### src/common/irq_pkg.sv
// constants, register map and carrier types of the interrupt vectoring block
// assumes one clock domain; the core consumes the command struct each cycle
package irq_pkg;

    // ------------------------------------------------------------------
    // sizes
    // ------------------------------------------------------------------
    localparam int CORE_N   = 3;
    localparam int PERIPH_N = 8;
    localparam int PC_W     = 15;
    localparam int EVT_W    = 2;
    localparam int ADDR_W   = 6;

    // ------------------------------------------------------------------
    // register byte offsets
    // ------------------------------------------------------------------
    localparam logic [ADDR_W-1:0] OFS_CONTROL = 6'h00;
    localparam logic [ADDR_W-1:0] OFS_PFLAG1  = 6'h04;
    localparam logic [ADDR_W-1:0] OFS_PFLAG2  = 6'h08;
    localparam logic [ADDR_W-1:0] OFS_PEN1    = 6'h0C;
    localparam logic [ADDR_W-1:0] OFS_PEN2    = 6'h10;
    localparam logic [ADDR_W-1:0] OFS_EVT_ST  = 6'h14;
    localparam logic [ADDR_W-1:0] OFS_EVT_MSK = 6'h18;
    localparam logic [ADDR_W-1:0] OFS_SHADOW  = 6'h1C;
    localparam logic [ADDR_W-1:0] OFS_STATE   = 6'h20;

    // ------------------------------------------------------------------
    // field positions
    // ------------------------------------------------------------------
    localparam int CTL_GIE_BIT  = 7;
    localparam int CTL_PERIPH_GROUP_IRQ_ENABLE_BIT = 6;
    localparam int CTL_EN_LSB   = 3;
    localparam int CTL_FLAG_LSB = 0;
    localparam int EVT_VEC_BIT  = 0;
    localparam int EVT_RET_BIT  = 1;
    localparam int ST_REQ_BIT   = 2;

    // ------------------------------------------------------------------
    // values
    // ------------------------------------------------------------------
    localparam logic [PC_W-1:0] VECTOR_ADDR = 15'h0004;
    localparam logic [31:0]     UNMAPPED_RD = 32'h0000_0000;

    typedef enum logic [1:0] {
        SEQ_IDLE   = 2'b00,
        SEQ_ACCEPT = 2'b01,
        SEQ_VECTOR = 2'b10
    } seq_t;

    typedef struct packed {
        logic [7:0] w;
        logic [7:0] status;
        logic [7:0] bsr;
        logic [7:0] pclath;
    } ctx_t;

    typedef struct packed {
        logic [CORE_N-1:0]   core;
        logic [PERIPH_N-1:0] p1;
        logic [PERIPH_N-1:0] p2;
    } evt_t;

    typedef struct packed {
        logic            flush;
        logic            push;
        logic [PC_W-1:0] push_pc;
        logic            load_vec;
        logic [PC_W-1:0] vec_addr;
        logic            pop;
        logic            restore;
        ctx_t            restore_ctx;
    } core_cmd_t;

    typedef struct packed {
        logic                global_irq_enable;
        logic                periph_group_irq_enable;
        logic [CORE_N-1:0]   core_en;
        logic [CORE_N-1:0]   core_flag;
        logic [PERIPH_N-1:0] pen1;
        logic [PERIPH_N-1:0] pen2;
        logic [PERIPH_N-1:0] pflag1;
        logic [PERIPH_N-1:0] pflag2;
        seq_t                seq;
        logic [PC_W-1:0]     saved_pc;
        ctx_t                shadow;
        logic                ret;
        logic [EVT_W-1:0]    evt_st;
        logic [EVT_W-1:0]    evt_msk;
        logic                ack;
        logic [31:0]         rdata;
        logic [PERIPH_N-1:0] sync1;
        logic [PERIPH_N-1:0] sync2;
        logic [PERIPH_N-1:0] sync3;
    } state_t;

    localparam state_t STATE_RESET = '0;

endpackage

### src/hdl/core_interrupt_vectoring.sv
// interrupt flags, enables and vectoring sequence for an 8-bit core
// assumes the core runs on ref_clk, one instruction cycle per clock, and
// reacts to the command struct in the cycle it is presented
//
// Implementation choices: the register addresses and the Avalon-MM interface to the registers.
`timescale 1ns/1ps

module core_interrupt_vectoring #(
    parameter int CORE_N   = irq_pkg::CORE_N,
    parameter int PERIPH_N = irq_pkg::PERIPH_N
) (
    input  wire logic                          ref_clk,
    input  wire logic                          rst_n,
    input  wire logic [irq_pkg::ADDR_W-1:0]    avs_address,
    input  wire logic                          avs_read,
    input  wire logic                          avs_write,
    input  wire logic [3:0]                    avs_byteenable,
    input  wire logic [31:0]                   avs_writedata,
    output logic      [31:0]                   avs_readdata,
    output logic                               avs_waitrequest,
    input  wire irq_pkg::evt_t                 evt_in,
    input  wire logic [irq_pkg::PC_W-1:0]      pc_in,
    input  wire irq_pkg::ctx_t                 ctx_in,
    input  wire logic                          core_stall,
    input  wire logic                          return_from_irq_instr,
    output irq_pkg::core_cmd_t                 core_cmd,
    output logic                               irq_pending,
    output logic                               irq_out
);

    // ------------------------------------------------------------------
    // elaboration checks
    // ------------------------------------------------------------------
    // the state struct is sized by the package, so widths must agree
    if (CORE_N != irq_pkg::CORE_N) begin : g_core_chk
        $error("CORE_N must equal the package source count");
    end
    if (PERIPH_N != irq_pkg::PERIPH_N) begin : g_per_chk
        $error("PERIPH_N must equal the package peripheral count");
    end

    irq_pkg::state_t s_r;
    irq_pkg::state_t s_nxt;

    logic                bus_wr;
    logic [7:0]          wbyte;
    logic [PERIPH_N-1:0] p2_edge;
    logic                core_hit;
    logic                periph_hit;
    logic                irq_req;
    logic [31:0]         rd_mux;
    logic [irq_pkg::EVT_W-1:0] evt_set;

    // ------------------------------------------------------------------
    // request gating
    // ------------------------------------------------------------------
    assign core_hit   = |(s_r.core_en & s_r.core_flag);
    assign periph_hit = s_r.periph_group_irq_enable &
                        |((s_r.pen1 & s_r.pflag1) |
                          (s_r.pen2 & s_r.pflag2));
    assign irq_req    = s_r.global_irq_enable & (core_hit | periph_hit);
    assign irq_pending = irq_req;

    // asynchronous sources only count once through both sync stages
    assign p2_edge = s_r.sync2 & ~s_r.sync3;

    // ------------------------------------------------------------------
    // bus decode
    // ------------------------------------------------------------------
    // one wait state: the request is taken on the edge where ack is high
    assign avs_waitrequest = (avs_read | avs_write) & ~s_r.ack;
    assign avs_readdata    = s_r.rdata;
    assign bus_wr = avs_write & s_r.ack & avs_byteenable[0];
    assign wbyte  = avs_writedata[7:0];

    always_comb begin
        rd_mux = irq_pkg::UNMAPPED_RD;
        case (avs_address)
            irq_pkg::OFS_CONTROL: begin
                rd_mux[irq_pkg::CTL_GIE_BIT]  = s_r.global_irq_enable;
                rd_mux[irq_pkg::CTL_PERIPH_GROUP_IRQ_ENABLE_BIT] = s_r.periph_group_irq_enable;
                rd_mux[irq_pkg::CTL_EN_LSB +: CORE_N]   = s_r.core_en;
                rd_mux[irq_pkg::CTL_FLAG_LSB +: CORE_N] = s_r.core_flag;
            end
            irq_pkg::OFS_PFLAG1:  rd_mux[PERIPH_N-1:0] = s_r.pflag1;
            irq_pkg::OFS_PFLAG2:  rd_mux[PERIPH_N-1:0] = s_r.pflag2;
            irq_pkg::OFS_PEN1:    rd_mux[PERIPH_N-1:0] = s_r.pen1;
            irq_pkg::OFS_PEN2:    rd_mux[PERIPH_N-1:0] = s_r.pen2;
            irq_pkg::OFS_EVT_ST:
                rd_mux[irq_pkg::EVT_W-1:0] = s_r.evt_st;
            irq_pkg::OFS_EVT_MSK:
                rd_mux[irq_pkg::EVT_W-1:0] = s_r.evt_msk;
            irq_pkg::OFS_SHADOW:  rd_mux = s_r.shadow;
            irq_pkg::OFS_STATE: begin
                rd_mux[1:0] = s_r.seq;
                rd_mux[irq_pkg::ST_REQ_BIT] = irq_req;
            end
            default: rd_mux = irq_pkg::UNMAPPED_RD;
        endcase
    end

    // ------------------------------------------------------------------
    // next state
    // ------------------------------------------------------------------
    always_comb begin
        s_nxt   = s_r;
        evt_set = '0;

        s_nxt.ack = (avs_read | avs_write) & ~s_r.ack;
        if (avs_read && !s_r.ack) begin
            s_nxt.rdata = rd_mux;
        end

        // sync1 feeds sync2 only
        s_nxt.sync1 = evt_in.p2;
        s_nxt.sync2 = s_r.sync1;
        s_nxt.sync3 = s_r.sync2;
        s_nxt.ret   = 1'b0;

        // software writes first; hardware sets and clears follow so
        // they win in a collision
        if (bus_wr) begin
            case (avs_address)
                irq_pkg::OFS_CONTROL: begin
                    s_nxt.global_irq_enable       = wbyte[irq_pkg::CTL_GIE_BIT];
                    s_nxt.periph_group_irq_enable      = wbyte[irq_pkg::CTL_PERIPH_GROUP_IRQ_ENABLE_BIT];
                    s_nxt.core_en   = wbyte[irq_pkg::CTL_EN_LSB +: CORE_N];
                    s_nxt.core_flag = wbyte[irq_pkg::CTL_FLAG_LSB +: CORE_N];
                end
                irq_pkg::OFS_PFLAG1:  s_nxt.pflag1 = wbyte;
                irq_pkg::OFS_PFLAG2:  s_nxt.pflag2 = wbyte;
                irq_pkg::OFS_PEN1:    s_nxt.pen1   = wbyte;
                irq_pkg::OFS_PEN2:    s_nxt.pen2   = wbyte;
                irq_pkg::OFS_EVT_ST:
                    s_nxt.evt_st = s_r.evt_st &
                                   ~wbyte[irq_pkg::EVT_W-1:0];
                irq_pkg::OFS_EVT_MSK:
                    s_nxt.evt_msk = wbyte[irq_pkg::EVT_W-1:0];
                default: s_nxt.ack = s_nxt.ack;
            endcase
        end

        // flags latch regardless of any enable, and a clear loses to a set
        s_nxt.core_flag = s_nxt.core_flag | evt_in.core;
        s_nxt.pflag1    = s_nxt.pflag1 | evt_in.p1;
        s_nxt.pflag2    = s_nxt.pflag2 | p2_edge;

        case (s_r.seq)
            irq_pkg::SEQ_IDLE: begin
                if (return_from_irq_instr) begin
                    s_nxt.global_irq_enable = 1'b1;
                    s_nxt.ret = 1'b1;
                    evt_set[irq_pkg::EVT_RET_BIT] = 1'b1;
                end else if (irq_req && !core_stall) begin
                    // a stalled two-cycle instruction adds the fourth cycle
                    s_nxt.seq      = irq_pkg::SEQ_ACCEPT;
                    s_nxt.global_irq_enable      = 1'b0;
                    s_nxt.saved_pc = pc_in;
                    s_nxt.shadow   = ctx_in;
                end
            end
            irq_pkg::SEQ_ACCEPT: begin
                s_nxt.global_irq_enable = 1'b0;
                s_nxt.seq = irq_pkg::SEQ_VECTOR;
            end
            irq_pkg::SEQ_VECTOR: begin
                s_nxt.global_irq_enable = 1'b0;
                s_nxt.seq = irq_pkg::SEQ_IDLE;
                evt_set[irq_pkg::EVT_VEC_BIT] = 1'b1;
            end
            default: s_nxt.seq = irq_pkg::SEQ_IDLE;
        endcase

        s_nxt.evt_st = s_nxt.evt_st | evt_set;
    end

    // ------------------------------------------------------------------
    // registers
    // ------------------------------------------------------------------
    always_ff @(posedge ref_clk or negedge rst_n) begin
        if (!rst_n) begin
            s_r <= irq_pkg::STATE_RESET;
        end else begin
            s_r <= s_nxt;
        end
    end

    // ------------------------------------------------------------------
    // core commands
    // ------------------------------------------------------------------
    // pending flags after return fire from IDLE as soon as gie is back
    always_comb begin
        core_cmd          = '0;
        core_cmd.flush    = (s_r.seq == irq_pkg::SEQ_ACCEPT);
        core_cmd.push     = (s_r.seq == irq_pkg::SEQ_ACCEPT);
        core_cmd.push_pc  = s_r.saved_pc;
        core_cmd.load_vec = (s_r.seq == irq_pkg::SEQ_VECTOR);
        core_cmd.vec_addr = irq_pkg::VECTOR_ADDR;
        core_cmd.pop      = s_r.ret;
        core_cmd.restore  = s_r.ret;
        core_cmd.restore_ctx = s_r.shadow;
    end

    assign irq_out = |(s_r.evt_st & s_r.evt_msk);

endmodule

### config.mk
export PLATFORM = sky130hd
export DESIGN_NAME = core_interrupt_vectoring
export DESIGN_NICKNAME = d
export VERILOG_FILES = /design/src/common/irq_pkg.sv /design/src/hdl/core_interrupt_vectoring.sv
export SDC_FILE = /design/constraint.sdc
export NUM_CORES = 1
export LEC_CHECK = 0
export BUFFER_PORTS_ARGS = -buffer_cell sky130_fd_sc_hd__buf_2
export CORE_UTILIZATION = 40
export CTS_CLUSTER_DIAMETER = 100
export CTS_CLUSTER_SIZE = 40
export DETAILED_ROUTE_END_ITERATION = 10
export GPL_TIMING_DRIVEN = 0
export PLACE_DENSITY_LB_ADDON = 0.15
export SYNTH_ARGS = -nofsm -noshare
export SYNTH_HDL_FRONTEND = slang
export SYNTH_SLANG_ARGS = --single-unit
### constraint.sdc
create_clock -name ref_clk -period 2.2 [get_ports ref_clk]
set_clock_uncertainty 0.15 [all_clocks]
set_input_delay 0.11 -clock ref_clk [delete_from_list [all_inputs] [get_ports ref_clk]]
set_output_delay 0.11 -clock ref_clk [all_outputs]
set_load 0.05 [all_outputs]
==> out/metrics.cfg <==
[outcome]
status=finished clean

[layout]
final_common_cell=buf_2
antennaDiodeCount=0
regArea_sq_mm=0.00378
stdcell_count=1059
layout_common_cells=buf_2, dfrtp_1, buf_4
areaGrowthSynthToFinish_pct=38.8
drive_gt1_share_pct=48.9
nNetsFinal=942
utilization_pct=57.1
multiInputGateArea_sq_mm=0.00228
final.fill_count=1411

[placement]
dp_hpwl_microns=11900
placed_cells=948
post-place-ws_ns=-0.0854
port_buffers=171
gp_congestion=0.864

[critical_path]
worstPathRequired_ns=1.94
path_delay_family=compound AO/OA/AOI/OAI gates
cp-start-kind=register
cp_max_fo=3
cpMaxStageDelayCell=dfrtp_1
cpPeakStageDelay_ns=0.40
crit_chain=a22o_1 -> a221oi_1 -> and4_4 -> o21ai_2 -> buf_6
arrival_ns=1.86
endpoint_kind=primary output
path_class=register to primary output
critPathBufInv=1

[global_routing]
grt_max_degree=78
grt_pass1_vias=5207
grt_pass1_wl_microns=27400
antenna_found_initial=0
globalRoute.totalOverflow=0
grt_usage_pct=20.2

[power_and_ir_drop]
power_mw=10.0
power_density_mw_per_mm2=1060
max-vdd-ir-drop_mv=0.769
leakagePower_nw=4.72

[synth]
synth_area_sq_mm=0.00685
synth_edf_count=0
synth_cells=543
ys_ff_latch=151
ys_types=43
ys_async_sr_fraction_pct=100
yosys_warnings=0
seq_area_frac_synth_pct=55.2
yosys_most_used_dff=dfrtp_1
synth_area_per_cell_sq_um=12.6

[route]
drt_pass1_iterations=5
wl_per_cell_microns=15.9
drt_iter0_drc=197
ant_nets=0
routed_wl_microns=16800
routed_via_density=4.79
vias=5075
drc_errors=0

[clock_network]
clock-sinks=151
clk_latency_ns=0.42
numCtsBuffers=17
htree_num_levels=4
clockBufferDepth=2
clk_pin_slew_ns=0.06
cts_tree=built
root_buffer=clkbuf_16

[floorplanning]
fp.dieW_microns=133
dieArea_sq_mm=0.0176
num_rows=47
die_h_microns=133
ios=216
start_util_pct=41.1
core-area_sq_mm=0.0166

[timing]
setup_ws_ns=0.0821
relSlewSlack_pct=45.6
max_clock_freq_ghz=0.472
fin_crit_sh_pct=96.3
finalHoldViolations=0
setup_viol=0
min_period_ns=2.12
holdWs_ns=0.0332
slew_violations=0
rsz0062_at_grt=false
worstMarginPinSlew_ns=0.814

[worst_hold_path]
hold_class=primary input to register

[job]
cap_violations=0

## state kept, by name (all words and copies together) (netlist names)
| signal | flops |
|---|---|
| avs_readdata | 32 |
| s_r | 55 |
| s_nxt | 16 |
| core_cmd | 48 |
## logic make-up (layout without fill, tap and decap cells)
family,after synthesis,count (layout),synth area share [%]
flops,151,151,55.2
mux,87,87,15.3
other cells,2,15,0.110
compound gates,84,84,9.48
buf+inv,128,411,12.8
simple gates,91,91,7.13
## what timing repair did
action,4_1_cts,5_1_grt
hold endpoints to repair,178,0
gates resized for setup,7,9
pin swaps,1,1
hold buffers,79,0
setup endpoints to repair,20,60
buffers inserted,0,2
## cell usage after synthesis (2+ instances only)
library cell,instances,area [sq um]
a211o_1,3,26.3
a21o_1,3,22.5
a21oi_1,6,30.0
a221oi_1,7,61.3
a22o_1,35,307
a22oi_1,10,75.1
buf_2,9,45.0
buf_4,102,766
clkbuf_1,7,26.3
conb_1,2,7.51
dfrtp_1,151,3780
inv_1,10,37.5
mux2_2,72,811
mux2i_1,8,80.1
mux4_2,7,158
nand2_1,39,146
nand2b_1,2,12.5
nand3b_1,9,67.6
nor2_1,16,60.1
nor2_2,2,12.5
nor2_4,2,22.5
nor2b_1,6,37.5
o21ai_0,15,75.1
## power by group
| group | switching [mW] | leakage, nW | internal, mW |
|---|---|---|---|
| logic | 2.23 | 2.58 | 1.38 |
| clock network | 1.13 | 0.265 | 1.69 |
| registers | 0.364 | 1.87 | 3.25 |
## through the flow
stage	cell area [sq um]	setup TNS, ns
after floorplan	6900	0
after global placement	8030	-202.13
after detailed placement	8060	-1.56
after CTS	9440	-0.0391
after global routing	9500	0
final	9500	0
## metal layers
metal  part of all wire (%)  vias up  global-route usage [%]  wire (microns)
met3                    6.2       13                    5.10            1040
met5                      0        -                       0               0
met4                   0.89        0                    5.81             149
li1                       -     2372                       -               -
met1                     45     2502                    27.2            7560
met2                     48      188                    32.3            8040
## area by class of cell
| type | count | area share (%) |
|---|---|---|
| clock inverter | 10 | 1.28 |
| tap | 220 | 2.90 |
| sequential | 151 | 39.8 |
| inverter | 10 | 0.395 |
| clock buffer | 20 | 4.70 |
| buffer | 118 | 8.98 |
| timing repair buffer | 253 | 18.0 |
| multi-input combinational | 277 | 23.9 |
## worst reg2reg max path, cell delays in order, from the launching register on
cell and delay, ns:
dfrtp_2 0.45, or2_2 0.33, nor2_1 0.14, nand2_1 0.08
o21ai_2 0.17, clkbuf_4 0.28, mux2_2 0.37
## worst paths after layout
check | from | endpoint | slack [ns] | depth (start not counted)
max | s_r[119]$_DFF_PN0_ | irq_pending | 0.08 | 5
min in group asynchronous | rst_n | s_r[123]$_DFF_PN0_ | 0.13 | 2
min reg2reg | s_nxt[10]$_DFF_PN0_ | s_nxt[2]$_DFF_PN0_ | 0.20 | 0
max in group asynchronous | rst_n | s_r[110]$_DFFE_PN0P_ | 0.92 | 3
max reg2reg | s_r[110]$_DFFE_PN0P_ | core_cmd[57]$_DFFE_PN0P_ | 0.11 | 6
min | avs_address[0] | avs_readdata[4]$_DFFE_PN0P_ | 0.03 | 4
No activity file was read; power rests on OpenSTA's default activity.
